[config.mk]
export PLATFORM = sky130hd
export DESIGN_NAME = oag_top
export DESIGN_NICKNAME = d
export VERILOG_FILES = /design/src/pkg/oag_pkg.sv /design/src/hw/oag_decode.sv /design/src/hw/oag_top.sv
export VERILOG_INCLUDE_DIRS = /design/src /design/src/pkg
export SDC_FILE = /design/constraint.sdc
export NUM_CORES = 1
export LEC_CHECK = 0
export BUFFER_PORTS_ARGS = -buffer_cell sky130_fd_sc_hd__buf_4
export CAP_MARGIN = 20
export CELL_PAD_IN_SITES_DETAIL_PLACEMENT = 1
export CELL_PAD_IN_SITES_GLOBAL_PLACEMENT = 1
export CORE_MARGIN = 3
export CORE_UTILIZATION = 45
export CTS_CLUSTER_DIAMETER = 200
export DETAILED_ROUTE_END_ITERATION = 12
export MAX_ROUTING_LAYER = met4
export PLACE_DENSITY = 0.86
export SLEW_MARGIN = 20
export SYNTH_ARGS = -nofsm -noshare
export SYNTH_HDL_FRONTEND = slang
export SYNTH_SLANG_ARGS = --single-unit
export TNS_END_PERCENT = 10
[constraint.sdc]
create_clock -name CLOCK -period 9.24 [get_ports CLOCK]
set_input_delay 0.924 -clock CLOCK [delete_from_list [all_inputs] [get_ports CLOCK]]
set_output_delay 0.924 -clock CLOCK [all_outputs]
set_load 0.01 [all_outputs]
[src/pkg/oag_consts.svh]
`ifndef OAG_CONSTS_SVH
`define OAG_CONSTS_SVH

// First fetch address after reset
`define OAG_RESET_PC     16'h0100

// Accumulator load opcodes and the multiply opcode
`define OAG_OP_LDA_IMM   8'hA6
`define OAG_OP_LDA_DIR   8'hB6
`define OAG_OP_LDA_EXT   8'hC6
`define OAG_OP_MUL       8'h42

// Opcode rows (high nibble)
`define OAG_ROW_BITBR    4'h0
`define OAG_ROW_BITSC    4'h1
`define OAG_ROW_REL      4'h2
`define OAG_ROW_RMW_DIR  4'h3
`define OAG_ROW_INH_A    4'h4
`define OAG_ROW_INH_X    4'h5
`define OAG_ROW_RMW_IX1  4'h6
`define OAG_ROW_RMW_IX   4'h7
`define OAG_ROW_SYS      4'h8
`define OAG_ROW_XFER     4'h9
`define OAG_ROW_IMM      4'hA
`define OAG_ROW_DIR      4'hB
`define OAG_ROW_EXT      4'hC
`define OAG_ROW_IX2      4'hD
`define OAG_ROW_IX1      4'hE

// Register-memory functions (low nibble)
`define OAG_FN_SUB       4'h0
`define OAG_FN_CMP       4'h1
`define OAG_FN_SBC       4'h2
`define OAG_FN_CPX       4'h3
`define OAG_FN_AND       4'h4
`define OAG_FN_BIT       4'h5
`define OAG_FN_LDA       4'h6
`define OAG_FN_STA       4'h7
`define OAG_FN_EOR       4'h8
`define OAG_FN_ADC       4'h9
`define OAG_FN_ORA       4'hA
`define OAG_FN_ADD       4'hB
`define OAG_FN_JMP       4'hC
`define OAG_FN_JSR       4'hD
`define OAG_FN_LDX       4'hE
`define OAG_FN_STX       4'hF

// Single-operand functions (low nibble)
`define OAG_UN_NEG       4'h0
`define OAG_UN_COM       4'h3
`define OAG_UN_LSR       4'h4
`define OAG_UN_ROR       4'h6
`define OAG_UN_ASR       4'h7
`define OAG_UN_LSL       4'h8
`define OAG_UN_ROL       4'h9
`define OAG_UN_DEC       4'hA
`define OAG_UN_INC       4'hC
`define OAG_UN_CLR       4'hF

// Transfer and flag row functions
`define OAG_XF_TAX       4'h7
`define OAG_XF_CLC       4'h8
`define OAG_XF_SEC       4'h9
`define OAG_XF_CLI       4'hA
`define OAG_XF_SEI       4'hB
`define OAG_XF_TXA       4'hF

// Legal low nibbles per row, one bit each
`define OAG_UN_MASK      16'hB7D9
`define OAG_SYS_MASK     16'hC00B
`define OAG_XFER_MASK    16'hBF80

// Condition code bits and reset value
`define OAG_CC_C         0
`define OAG_CC_Z         1
`define OAG_CC_N         2
`define OAG_CC_I         3
`define OAG_CCR_RESET    5'h08

`endif

[src/pkg/oag_pkg.sv]
package oag_pkg;

  typedef enum logic [2:0] {
    M_INH = 3'h0,
    M_IMM = 3'h1,
    M_DIR = 3'h2,
    M_EXT = 3'h3,
    M_IX  = 3'h4,
    M_IX1 = 3'h5,
    M_IX2 = 3'h6,
    M_REL = 3'h7
  } oag_mode_t;

  typedef enum logic [2:0] {
    C_REG, C_XFER, C_ALU, C_LOAD, C_STORE, C_JMP, C_RMW, C_OTHER
  } oag_class_t;

  typedef enum logic [2:0] {
    S_START = 3'h0,
    S_OPC   = 3'h1,
    S_B1    = 3'h3,
    S_B2    = 3'h2,
    S_MEM   = 3'h6
  } oag_state_t;

endpackage

[src/hw/oag_decode.sv]
`timescale 1ns/1ps
`include "oag_consts.svh"
module oag_decode
  import oag_pkg::*;
(
  // Opcode byte
  input  wire logic [7:0] opcode,
  // Decode results
  output oag_mode_t       mode,
  output logic [1:0]      len,
  output oag_class_t      cls,
  output logic            to_x,
  output logic            legal
);

  wire        [3:0]  hi     = opcode[7:4];
  wire        [3:0]  lo     = opcode[3:0];
  wire        [15:0] un_msk = `OAG_UN_MASK;
  wire        [15:0] sy_msk = `OAG_SYS_MASK;
  wire        [15:0] xf_msk = `OAG_XFER_MASK;
  wire               un_ok  = un_msk[lo];
  wire               is_lda = (opcode == `OAG_OP_LDA_IMM) ||
                              (opcode == `OAG_OP_LDA_DIR) ||
                              (opcode == `OAG_OP_LDA_EXT);
  wire               is_ld  = is_lda || (lo == `OAG_FN_LDA) ||
                              (lo == `OAG_FN_LDX);
  wire               is_st  = (lo == `OAG_FN_STA) ||
                              (lo == `OAG_FN_STX);
  wire               is_jmp = (lo == `OAG_FN_JMP);
  wire               is_jsr = (lo == `OAG_FN_JSR);
  wire               bin_rw = (hi >= `OAG_ROW_IMM);
  oag_class_t        bin_cl;

  assign bin_cl = is_st  ? C_STORE :
                  is_jmp ? C_JMP   :
                  is_jsr ? C_OTHER :
                  is_ld  ? C_LOAD  : C_ALU;

  // Pointer forms of register ops
  assign to_x = bin_rw ? ((lo == `OAG_FN_CPX) || (lo == `OAG_FN_LDX) ||
                          (lo == `OAG_FN_STX))
                       : (hi == `OAG_ROW_INH_X);

  // Mode and length from the opcode alone
  always_comb begin
    mode  = M_INH;
    len   = 2'h1;
    cls   = C_OTHER;
    legal = 1'h1;
    case (hi)
      `OAG_ROW_BITBR: begin
        mode = M_DIR;
        len  = 2'h3;
      end
      `OAG_ROW_BITSC: begin
        mode = M_DIR;
        len  = 2'h2;
      end
      `OAG_ROW_REL: begin
        mode = M_REL;
        len  = 2'h2;
      end
      `OAG_ROW_RMW_DIR: begin
        mode  = M_DIR;
        len   = 2'h2;
        cls   = C_RMW;
        legal = un_ok;
      end
      `OAG_ROW_INH_A, `OAG_ROW_INH_X: begin
        cls   = un_ok ? C_REG : C_OTHER;
        legal = un_ok || (opcode == `OAG_OP_MUL);
      end
      `OAG_ROW_RMW_IX1: begin
        mode  = M_IX1;
        len   = 2'h2;
        cls   = C_RMW;
        legal = un_ok;
      end
      `OAG_ROW_RMW_IX: begin
        mode  = M_IX;
        cls   = C_RMW;
        legal = un_ok;
      end
      `OAG_ROW_SYS: legal = sy_msk[lo];
      `OAG_ROW_XFER: begin
        cls   = C_XFER;
        legal = xf_msk[lo];
      end
      `OAG_ROW_IMM: begin
        mode  = M_IMM;
        len   = 2'h2;
        cls   = bin_cl;
        legal = !(is_st || is_jmp || is_jsr);
      end
      `OAG_ROW_DIR: begin
        mode = M_DIR;
        len  = 2'h2;
        cls  = bin_cl;
      end
      `OAG_ROW_EXT: begin
        mode = M_EXT;
        len  = 2'h3;
        cls  = bin_cl;
      end
      `OAG_ROW_IX2: begin
        mode = M_IX2;
        len  = 2'h3;
        cls  = bin_cl;
      end
      `OAG_ROW_IX1: begin
        mode = M_IX1;
        len  = 2'h2;
        cls  = bin_cl;
      end
      default: begin
        mode = M_IX;
        cls  = bin_cl;
      end
    endcase
  end

endmodule

[src/hw/oag_top.sv]
// How it works
// - Inherent opcodes are one byte and fetch no operand
// - Inherent register ops act on accumulator or pointer, per opcode form
// - Accumulator increment adds one, writes back, updates flags
// - Immediate operand is the byte after the opcode; two bytes total
// - Immediate mode only for arithmetic, logic, compare, bit test, loads
// - Extended address is high byte first, then low byte, concatenated
// - Extended instructions are three bytes and reach the whole space
// - Extended serves arithmetic, logic, compare, load, store, jumps; no RMW (here JSR retires without jumping, only JMP jumps)
// - Accumulator load opcodes are A6, B6 and C6 for imm, dir, ext
// - Direct address is the operand byte with high byte forced zero
// - Direct instructions are normally two bytes
// - Direct mode serves ALU, load, store, jump, RMW and bit ops (here bit ops and JSR retire with no effect)
// - Inherent set holds flag, transfer, stack, return, system ops
// - Indexed address is pointer plus offset: none, 8-bit or 16-bit
// - No-offset indexed address is the pointer alone; one byte
// - 8-bit offset indexed adds unsigned byte to pointer; two bytes
// - 16-bit offset indexed adds two-byte offset to pointer; three bytes
// - Indexed address forming never changes the pointer register
`timescale 1ns/1ps
`include "oag_consts.svh"
module oag_top
  import oag_pkg::*;
(
  // Clock and reset
  input  wire logic        CLOCK,
  input  wire logic        RST_B,
  // Memory bus, read data valid while MEM_RD stands
  output logic      [15:0] MEM_ADDR,
  output logic             MEM_RD,
  output logic             MEM_WR,
  output logic      [7:0]  MEM_WDATA,
  input  wire logic [7:0]  MEM_RDATA,
  // Programmer registers
  output logic      [7:0]  ACC,
  output logic      [7:0]  IDX,
  output logic      [4:0]  CCR,
  // Decode status
  output logic      [15:0] OPERAND_LOCATION,
  output logic             LOC_VALID,
  output oag_mode_t        MODE,
  output logic      [1:0]  INSTR_LEN,
  output logic             ILLEGAL,
  output logic             INSTR_DONE
);

  oag_state_t        state_q, state_d;
  logic       [15:0] pc_q, pc_d;
  logic       [7:0]  opc_q, opc_d;
  logic       [7:0]  b1_q, b1_d;
  logic       [15:0] loc_q, loc_d;
  logic       [7:0]  acc_q, acc_d;
  logic       [7:0]  idx_q, idx_d;
  logic       [4:0]  ccr_q, ccr_d;
  logic       [15:0] addr_q, addr_d;
  logic              rd_q, rd_d;
  logic              wr_q, wr_d;
  logic       [7:0]  wdata_q, wdata_d;
  logic              lv_q, lv_d;
  oag_mode_t         mode_q, mode_d;
  logic       [1:0]  len_q, len_d;
  logic              ill_q, ill_d;
  logic              done_q, done_d;

  // Decoder sees the fresh opcode while it is on the bus
  wire        [7:0]  opc_w = (state_q == S_OPC) ? MEM_RDATA : opc_q;
  oag_mode_t         dec_mode;
  logic       [1:0]  dec_len;
  oag_class_t        dec_cls;
  logic              dec_tox;
  logic              dec_legal;

  oag_decode u_dec (
    .opcode (opc_w),
    .mode   (dec_mode),
    .len    (dec_len),
    .cls    (dec_cls),
    .to_x   (dec_tox),
    .legal  (dec_legal)
  );

  wire        [3:0]  fn     = opc_w[3:0];
  wire               c_in   = ccr_q[`OAG_CC_C];
  wire        [7:0]  src    = dec_tox ? idx_q : acc_q;
  wire        [7:0]  un_src = (state_q == S_MEM) ? MEM_RDATA : src;
  wire               no_wb  = (fn == `OAG_FN_CMP) ||
                              (fn == `OAG_FN_CPX) ||
                              (fn == `OAG_FN_BIT);

  function automatic logic [8:0] alu_un(
    input logic [3:0] f,
    input logic [7:0] v,
    input logic       c
  );
    case (f)
      `OAG_UN_NEG: alu_un = {v != 8'h00, 8'h00 - v};
      `OAG_UN_COM: alu_un = {1'h1, ~v};
      `OAG_UN_LSR: alu_un = {v[0], 1'h0, v[7:1]};
      `OAG_UN_ROR: alu_un = {v[0], c, v[7:1]};
      `OAG_UN_ASR: alu_un = {v[0], v[7], v[7:1]};
      `OAG_UN_LSL: alu_un = {v[7], v[6:0], 1'h0};
      `OAG_UN_ROL: alu_un = {v[7], v[6:0], c};
      `OAG_UN_DEC: alu_un = {c, v - 8'h01};
      `OAG_UN_INC: alu_un = {c, v + 8'h01};
      `OAG_UN_CLR: alu_un = {c, 8'h00};
      default:     alu_un = {c, v};
    endcase
  endfunction

  function automatic logic [8:0] alu_bin(
    input logic [3:0] f,
    input logic [7:0] a,
    input logic [7:0] m,
    input logic       c
  );
    case (f)
      `OAG_FN_SUB, `OAG_FN_CMP, `OAG_FN_CPX:
        alu_bin = {1'h0, a} - {1'h0, m};
      `OAG_FN_SBC: alu_bin = {1'h0, a} - {1'h0, m} - {8'h00, c};
      `OAG_FN_ADD: alu_bin = {1'h0, a} + {1'h0, m};
      `OAG_FN_ADC: alu_bin = {1'h0, a} + {1'h0, m} + {8'h00, c};
      `OAG_FN_AND, `OAG_FN_BIT: alu_bin = {c, a & m};
      `OAG_FN_ORA: alu_bin = {c, a | m};
      `OAG_FN_EOR: alu_bin = {c, a ^ m};
      default:     alu_bin = {c, m};
    endcase
  endfunction

  // Effective address; pointer is only read here
  function automatic logic [15:0] loc_of(
    input oag_mode_t  m,
    input logic [7:0] hb,
    input logic [7:0] lb,
    input logic [7:0] x
  );
    case (m)
      M_DIR:   loc_of = {8'h00, lb};
      M_EXT:   loc_of = {hb, lb};
      M_IX:    loc_of = {8'h00, x};
      M_IX1:   loc_of = {8'h00, lb} + {8'h00, x};
      M_IX2:   loc_of = {hb, lb} + {8'h00, x};
      default: loc_of = {hb, lb};
    endcase
  endfunction

  function automatic logic [4:0] flags(
    input logic [4:0] cc,
    input logic [8:0] r
  );
    logic [4:0] t;
    t = cc;
    t[`OAG_CC_C] = r[8];
    t[`OAG_CC_Z] = (r[7:0] == 8'h00);
    t[`OAG_CC_N] = r[7];
    flags = t;
  endfunction

  // Binary ALU result from the byte on the bus; unary result from it only in S_MEM, else from the register
  wire        [8:0]  res_b = alu_bin(fn, src, MEM_RDATA, c_in);
  wire        [8:0]  res_u = alu_un(fn, un_src, c_in);

  logic              go_mem;
  logic       [15:0] loc_n;
  logic              fetch;

  always_comb begin
    state_d = state_q;
    pc_d    = pc_q;
    opc_d   = opc_q;
    b1_d    = b1_q;
    loc_d   = loc_q;
    acc_d   = acc_q;
    idx_d   = idx_q;
    ccr_d   = ccr_q;
    addr_d  = addr_q;
    rd_d    = 1'h0;
    wr_d    = 1'h0;
    wdata_d = wdata_q;
    lv_d    = 1'h0;
    mode_d  = mode_q;
    len_d   = len_q;
    ill_d   = 1'h0;
    done_d  = 1'h0;
    go_mem  = 1'h0;
    loc_n   = loc_q;
    fetch   = 1'h0;
    case (state_q)
      S_START: begin
        rd_d    = 1'h1;
        addr_d  = pc_q;
        pc_d    = pc_q + 16'h0001;
        state_d = S_OPC;
      end
      S_OPC: begin
        opc_d  = MEM_RDATA;
        mode_d = dec_mode;
        len_d  = dec_len;
        if (!dec_legal) begin
          // Unknown opcode retires as one byte
          ill_d   = 1'h1;
          done_d  = 1'h1;
          state_d = S_START;
        end else if (dec_len != 2'h1) begin
          fetch = 1'h1;
        end else if (dec_mode == M_IX) begin
          go_mem = 1'h1;
          loc_n  = loc_of(M_IX, 8'h00, 8'h00, idx_q);
        end else begin
          // Inherent: no operand bytes at all
          done_d  = 1'h1;
          state_d = S_START;
          if (dec_cls == C_REG) begin
            ccr_d = flags(ccr_q, res_u);
            if (dec_tox) begin
              idx_d = res_u[7:0];
            end else begin
              acc_d = res_u[7:0];
            end
          end else if (dec_cls == C_XFER) begin
            case (fn)
              `OAG_XF_TAX: idx_d = acc_q;
              `OAG_XF_TXA: acc_d = idx_q;
              `OAG_XF_CLC: ccr_d[`OAG_CC_C] = 1'h0;
              `OAG_XF_SEC: ccr_d[`OAG_CC_C] = 1'h1;
              `OAG_XF_CLI: ccr_d[`OAG_CC_I] = 1'h0;
              `OAG_XF_SEI: ccr_d[`OAG_CC_I] = 1'h1;
              default:     ccr_d = ccr_q;
            endcase
          end
        end
      end
      S_B1: begin
        b1_d = MEM_RDATA;
        if (len_q == 2'h3) begin
          fetch = 1'h1;
        end else if (dec_mode == M_IMM) begin
          // Operand is the fetched byte itself
          done_d = 1'h1;
          state_d = S_START;
          ccr_d = flags(ccr_q, res_b);
          if (!no_wb) begin
            if (dec_tox) begin
              idx_d = res_b[7:0];
            end else begin
              acc_d = res_b[7:0];
            end
          end
        end else if (dec_cls == C_OTHER) begin
          done_d  = 1'h1;
          state_d = S_START;
        end else begin
          go_mem = 1'h1;
          loc_n  = loc_of(dec_mode, 8'h00, MEM_RDATA, idx_q);
        end
      end
      S_B2: begin
        if (dec_cls == C_OTHER) begin
          done_d  = 1'h1;
          state_d = S_START;
        end else begin
          go_mem = 1'h1;
          loc_n  = loc_of(dec_mode, b1_q, MEM_RDATA, idx_q);
        end
      end
      S_MEM: begin
        done_d  = 1'h1;
        state_d = S_START;
        if (dec_cls == C_RMW) begin
          ccr_d   = flags(ccr_q, res_u);
          wr_d    = 1'h1;
          wdata_d = res_u[7:0];
        end else begin
          ccr_d = flags(ccr_q, res_b);
          if (!no_wb) begin
            if (dec_tox) begin
              idx_d = res_b[7:0];
            end else begin
              acc_d = res_b[7:0];
            end
          end
        end
      end
      default: state_d = S_START;
    endcase
    // Next program byte
    if (fetch) begin
      rd_d    = 1'h1;
      addr_d  = pc_q;
      pc_d    = pc_q + 16'h0001;
      state_d = (state_q == S_OPC) ? S_B1 : S_B2;
    end
    // Data access at the operand location
    if (go_mem) begin
      loc_d  = loc_n;
      lv_d   = 1'h1;
      addr_d = loc_n;
      case (dec_cls)
        C_STORE: begin
          wr_d    = 1'h1;
          wdata_d = src;
          done_d  = 1'h1;
          state_d = S_START;
        end
        C_JMP: begin
          // Jump reuses the operand location as target
          pc_d    = loc_n;
          done_d  = 1'h1;
          state_d = S_START;
        end
        default: begin
          rd_d    = 1'h1;
          state_d = S_MEM;
        end
      endcase
    end
  end

  always_ff @(posedge CLOCK) begin
    if (!RST_B) begin
      state_q <= S_START;
      pc_q    <= `OAG_RESET_PC;
      opc_q   <= 8'h00;
      b1_q    <= 8'h00;
      loc_q   <= 16'h0000;
      acc_q   <= 8'h00;
      idx_q   <= 8'h00;
      ccr_q   <= `OAG_CCR_RESET;
    end else begin
      state_q <= state_d;
      pc_q    <= pc_d;
      opc_q   <= opc_d;
      b1_q    <= b1_d;
      loc_q   <= loc_d;
      acc_q   <= acc_d;
      idx_q   <= idx_d;
      ccr_q   <= ccr_d;
    end
  end

  always_ff @(posedge CLOCK) begin
    if (!RST_B) begin
      addr_q  <= 16'h0000;
      rd_q    <= 1'h0;
      wr_q    <= 1'h0;
      wdata_q <= 8'h00;
      lv_q    <= 1'h0;
      mode_q  <= M_INH;
      len_q   <= 2'h1;
      ill_q   <= 1'h0;
      done_q  <= 1'h0;
    end else begin
      addr_q  <= addr_d;
      rd_q    <= rd_d;
      wr_q    <= wr_d;
      wdata_q <= wdata_d;
      lv_q    <= lv_d;
      mode_q  <= mode_d;
      len_q   <= len_d;
      ill_q   <= ill_d;
      done_q  <= done_d;
    end
  end

  assign MEM_ADDR         = addr_q;
  assign MEM_RD           = rd_q;
  assign MEM_WR           = wr_q;
  assign MEM_WDATA        = wdata_q;
  assign ACC              = acc_q;
  assign IDX              = idx_q;
  assign CCR              = ccr_q;
  assign OPERAND_LOCATION = loc_q;
  assign LOC_VALID        = lv_q;
  assign MODE             = mode_q;
  assign INSTR_LEN        = len_q;
  assign ILLEGAL          = ill_q;
  assign INSTR_DONE       = done_q;

endmodule

Word-level counts from Yosys, hierarchy flattened --
Memories as Yosys holds them, arrays and structs flattened. Cells that the tools add are included.
Storage, ports and cells: flip-flop bits (word level) 105, ROM bits 48, bits of input ports 10, output and inout port bits 71, word-level logic and storage cells 267, memories kept 3
Memory list:
- (no name shown) | words 16, width 1, rd ports 1, clocked after memory_dff 0, write ports 0, line oag_decode.sv:21 | wire un_ok = un_msk[lo];
- (no name shown) | words 16, width 1, rd ports 1, clocked after memory_dff 0, write ports 0, line oag_decode.sv:84 | `OAG_ROW_SYS: legal = sy_msk[lo];
- (no name shown) | words 16, width 1, rd ports 1, clocked after memory_dff 0, write ports 0, line oag_decode.sv:87 | legal = xf_msk[lo];
Cells by class: add/subtract/negate cells 10, order comparisons 2, eq/ne operators 65, muxes and demuxes 117, bitwise logic cells 9, reductions and logical operators 42
Operator list (number):
- 2-to-1 mux 8 bit | 31
- 2-to-1 mux 16 bit | 14
- one-hot mux 9 bit (10 select lines) | 1
- one-hot mux 16 bit (4 select lines) | 1
- one-hot mux 9 bit (7 select lines) | 1
- == test 4 bit, second input constant | 15
- 2-to-1 mux 3 bit | 16
- one-hot mux 16 bit (3 select lines) | 1
- one-hot mux 8 bit (3 select lines) | 2
- 2-to-1 mux 1 bit | 33
- == test 4 x 3 -> 1 bit, second input constant | 8
- == test 3 bit, second input constant | 8
- == test 8 bit, second input constant | 3
- one-hot mux 3 bit (4 select lines) | 2
- one-hot mux 3 bit (7 select lines) | 1
- 2-to-1 mux 4 bit | 5
- AND reduction 10 bit | 2
- adder 8 x 8 -> 9 bit | 2
- one-hot mux 9 bit (2 select lines) | 1
- adder 16 x 1 -> 16 bit, second input constant | 1
- adder 16 x 8 -> 16 bit | 1
- == test 4 x 2 -> 1 bit, second input constant | 4
- logical NOT 8 bit | 2
- logical OR 1 bit | 12
- other kinds (46) | 78

Logic depth before layout (Yosys ltp) --
word-level depth 19, mapped depth 31, mapped depth without buffers 25

Cells and area by module --
A second synthesis with hierarchy kept.
Unflattened totals: cell total of the unflattened synthesis 1258, area, all modules 9471.6 um^2
Modules (own cells, without submodules):
- oag_top | times used 1, cells each 1189, area each 9027.4 um^2, seq. area each 2102.0 um^2
- oag_decode | times used 1, cells each 69, area each 444.2 um^2, seq. area each 0.0 um^2

Worst setup path after synthesis --
No wires, ideal clock.
path kind reg-to-reg, start register state_q[2], end register ccr_q[0] (netlist: CCR[0]), setup time 119 ps, arrival 6254 ps, required time 9121 ps, setup slack 2867 ps, cell stages (with the launch flop) 30, buffers on the path 7, clock period less this slack 6373 ps, cells stage by stage dfxtp_1 buf_6 or3b_1 buf_6 buf_6 clkbuf_1 clkbuf_1 a21oi_1 inv_1 ha_1 clkbuf_1 nand3_1 mux2i_1 a21o_1 nor2_1 buf_1 mux2i_1 ha_1 inv_1 fa_1 a21o_1 a21oi_1 o21bai_1 a211o_1 a221oi_1 nand4_1 xnor2_1 o2bb2ai_1 or2_2 o221a_2
Between the ends: longest elaborated chain between the ends 18, elaborated cells on any way between the ends 111, classes of those cells add/sub (4); order compare (1); eq/ne (48); mux (28); reduce/logical (27); memory (3)
RTL lines:
- start, declared | line oag_top.sv:47 | oag_state_t state_q, state_d;
- start signal, assigned | line oag_top.sv:329 | state_q <= state_d;
- parallel branches: the longest is 18 deep, another holds adder 8 x 8 -> 9 bit
- end signal, assigned | line oag_top.sv:327 | ccr_q <= `OAG_CCR_RESET;
- end signal, assigned | line oag_top.sv:336 | ccr_q <= ccr_d;
- end, declared | line oag_top.sv:54 | logic [4:0] ccr_q, ccr_d;
Parallel ways; which one is timed is not known. The select of a mux whose other input is x is not followed. A chain may end at the register's enable or synchronous reset.

Worst setup path in the final report --
start register state_q[2], end register ccr_q[1] (netlist: CCR[1])
Between the ends: longest elaborated chain between the ends 18, elaborated cells on any way between the ends 115, classes of those cells add/sub (7); order compare (1); eq/ne (46); mux (26); bitwise (4); reduce/logical (28); memory (3)
RTL lines:
- parallel branches: the longest is 18 deep, another holds adder 8 x 8 -> 9 bit
Parallel ways; which one is timed is not known. The select of a mux whose other input is x is not followed.

==> results.toml <==
[critical_path]
r2r_end = "CCR[1]"
critPathArrivalTime_ns = 7.79
rr_worst_depth = 21
critPathRequiredTime_ns = 9.54
reg2reg_from = "state_q[2]"
startpoint_type = "register"
end_kind = "register"
worstPathMaxFanout = 22
worstSetupPathType = "reg -> reg"
r2r_slack_ns = 1.75

[pwr]
p_seq_share_pct = 18.7
p_sw_mw = 2.06
pwr-share-comb_pct = 70.3
power_density_nw_per_um2 = 360
p_int_mw = 1.62
vdd_drop_max_uv = 141
sw_frac_of_total_pct = 55.9
pwr-share-clk_pct = 11.0
p_leak_nw = 4.06

[yosys]
seq_area_frac_synth_pct = 23.0
synth-seq-cells = 105
synth_area_per_cell_sq_um = 7.40
synth_nets = 1298
synth_ff_type = "dfxtp_1"
synthTopCellsByArea = "dfxtp_1 (23%), ha_1 (7.0%), nand2_1 (5.4%)"
ys_warn_count = 0
yosysTopAreaCell = "dfxtp_1"
synth_cell_type_count = 84
syn_inst = 1233
synth_edf_count = 0
synth-async-reset-ratio_pct = 0
syn_area_sq_um = 9130
synth_top_cell_area_share_pct = 23.0

[placed_design]
io_buffers = 79
place_ws_ns = 1.73
hpwl_mm = 28.6
gp_congestion = 1.01
dp.cells = 1525

[flow_run]
cap_violations = 0

[floorplanning]
die_height_um = 148
dieArea_sq_um = 22000
num_rows = 51
core_sq_um = 19700
start_util_pct = 46.3
die_w_um = 148
top_level_ports = 81

[clocking]
clkLatencyLatePin_ns = 0.37
clk_path_buf_depth = 2
clockRootBuffer = "clkbuf_16"
cts_buffers = 9
post_cts_buffers = 0
clock-sinks = 105
cts-htree-levels = 3
cts_resized = 0
cts_tree = "done"
cts.clk_slew.worst_paths_ns = 0.08
postCtsHoldBufs = 0

[hold_path]
worstHoldStart = "OPERAND_LOCATION[13]"
holdPathEnd = "OPERAND_LOCATION[13]"
hold_class = "reg -> reg"
min_path_cells = 2

[global_routing]
grt_pass1_vias = 10200
grt-ovfl-total = 0
grt_max_degree = 78
antenna_found_initial = 0
grt_pass1_wl_mm = 59.9
grtUsageTotal_pct = 35.2

[status]
status = "complete, no violations"

[drt]
wl_per_cell_um = 24.9
ant_nets = 0
vias_per_cell = 6.78
drc = 0
first_pass_iters = 7
routed_wl_mm = 38.3
first_iter_violations = 1255
vias = 10500

[sta]
rsz0062_at_grt = "false"
tightest_slew_ns = 1.11
report.final.slew_viol_count = 0
finalCritPeriodShare_pct = 81.0
setup_viol = 0
hold_viol_final = 0
fmaxAchievable_ghz = 0.134
fin_crit_ns = 7.49
setup_slack_ns = 1.75
fin_skew_ns = 0.0127
max-slew-margin-rel_pct = 25.3
finalSetupTns_ns = 0

[layout]
fillers = 2518
antennaDiodeCount = 0
ff_latch_area_sq_um = 2100
drive_gt1_share_pct = 12.0
stdcell_count = 1541
multi_input_area_sq_um = 6510
syn_to_final_growth_pct = 11.9
nets = 1336
## critical path, stage by stage (launching register included)
cell and delay [ns]:
dfxtp_1 0.74, or3b_1 0.53, buf_4 0.38, mux2i_1 0.48, ha_1 0.59, nand3_1 0.13
mux2i_1 0.29, a21oi_1 0.16, o21ai_0 0.77, nand2_1 0.12, nand2_1 0.33, ha_1 0.40
inv_1 0.22, nor3_1 0.08, a221o_1 0.27, a211oi_1 0.52, xor2_1 0.15, a211oi_1 0.31
a32oi_1 0.27, nor4_1 0.33, a31oi_1 0.13, o22ai_1 0.18
## per-stage QoR
| step | power, mW | util (%) | hold WS [ns] | area, sq um |
|---|---|---|---|---|
| 4_1_cts | 3.59 | 51.8 | 0.460 | 10200 |
| 3_3_place_gp | 3.11 | 50.3 | 0.444 | 9910 |
| 5_1_grt | 3.91 | 51.8 | 0.477 | 10200 |
| 3_5_place_dp | 3.17 | 50.3 | 0.450 | 9910 |
| 2_1_floorplan | 2.35 | - | 0.436 | 9130 |
| 6_report | 3.68 | 51.8 | 0.459 | 10200 |
## worst max path at each step
stage                 startpoint      to  slack, ns  depth (start not counted)
floorplan             state_q[2]  CCR[0]       2.87                         29
global placement    MEM_RDATA[1]  CCR[0]       1.94                         24
detailed placement    state_q[2]  CCR[1]       1.73                         23
CTS                   state_q[2]  CCR[1]       1.70                         23
global route          state_q[2]  CCR[1]       1.18                         21
finish                state_q[2]  CCR[1]       1.75                         21
## power by group through the flow
stage	clock (mW)	sequential, mW	combinational (mW)
6_report	0.404	0.689	2.59
5_1_grt	0.425	0.696	2.78
4_1_cts	0.405	0.679	2.50
3_5_place_dp	0	0.689	2.48
3_3_place_gp	0	0.684	2.43
2_1_floorplan	0	0.647	1.70
## kinds of logic (layout without fill, tap and decap cells)
kind of cell	count (synthesis)	count (layout)	share of synthesized area, %
buffers and inverters	129	172	5.89
DFF	105	105	23.0
muxes	32	32	3.81
xor gates and xnor gates	50	50	4.80
adders and majority gates	55	55	7.87
and+or+nand+nor	436	436	22.8
AOI/OAI and AO/OA	425	425	31.8
other	1	1	0.0411
## layer usage
metal  global-route usage (%)  share of wire, %  vias to the layer above
met2                     51.6                43                      549
met3                     6.98               9.8                      107
met5                        -                 0                        -
li1                         -                 -                     4690
met4                     11.2               3.2                        0
met1                     48.8                44                     5105
## sequential cells by signal, indices dropped and copies added (netlist names)
register / flops
MEM_RD: 1
OPERAND_LOCATION: 16
ILLEGAL: 1
MEM_WR: 1
pc_q: 16
IDX: 8
MEM_WDATA: 8
state_q: 3
LOC_VALID: 1
opc_q: 8
ACC: 8
MEM_ADDR: 16
INSTR_LEN: 2
b1_q: 8
CCR: 4
MODE: 3
INSTR_DONE: 1
## layout by cell type (no fill, tap or decap), drive strengths merged, types with 31 or more instances in the layout
master  count
nand2     132
dfxtp     105
a31oi      31
a21oi      98
nor2      104
nand3      56
o21ai      75
inv        58
ha         51
buf       102
nor3       42
## layout make-up
| cell class | instances | share of cell area (%) |
|---|---|---|
| clock inverters | 7 | 0.735 |
| clock buffers | 9 | 2.21 |
| multi-input cells | 999 | 63.8 |
| flip-flops and latches | 105 | 20.6 |
| inverters | 54 | 1.98 |
| repair buffers | 102 | 7.50 |
| well taps | 265 | 3.25 |
## synthesized netlist by cell type (11+ instances only)
library cell  count
nand2_1         132
dfxtp_1         105
nor2_1          104
a21oi_1          98
o21ai_0          70
clkbuf_1         57
nand3_1          56
inv_1            53
ha_1             51
nor3_1           41
a31oi_1          31
xnor2_1          28
a211oi_1         25
xor2_1           22
a21o_1           19
mux2i_1          19
o211ai_1         19
o21a_1           18
nand4_1          16
a22oi_1          15
nor4_1           14
mux2_2           12
a221oi_1         11
or3_1            11
(Power assumes the default switching activity.)
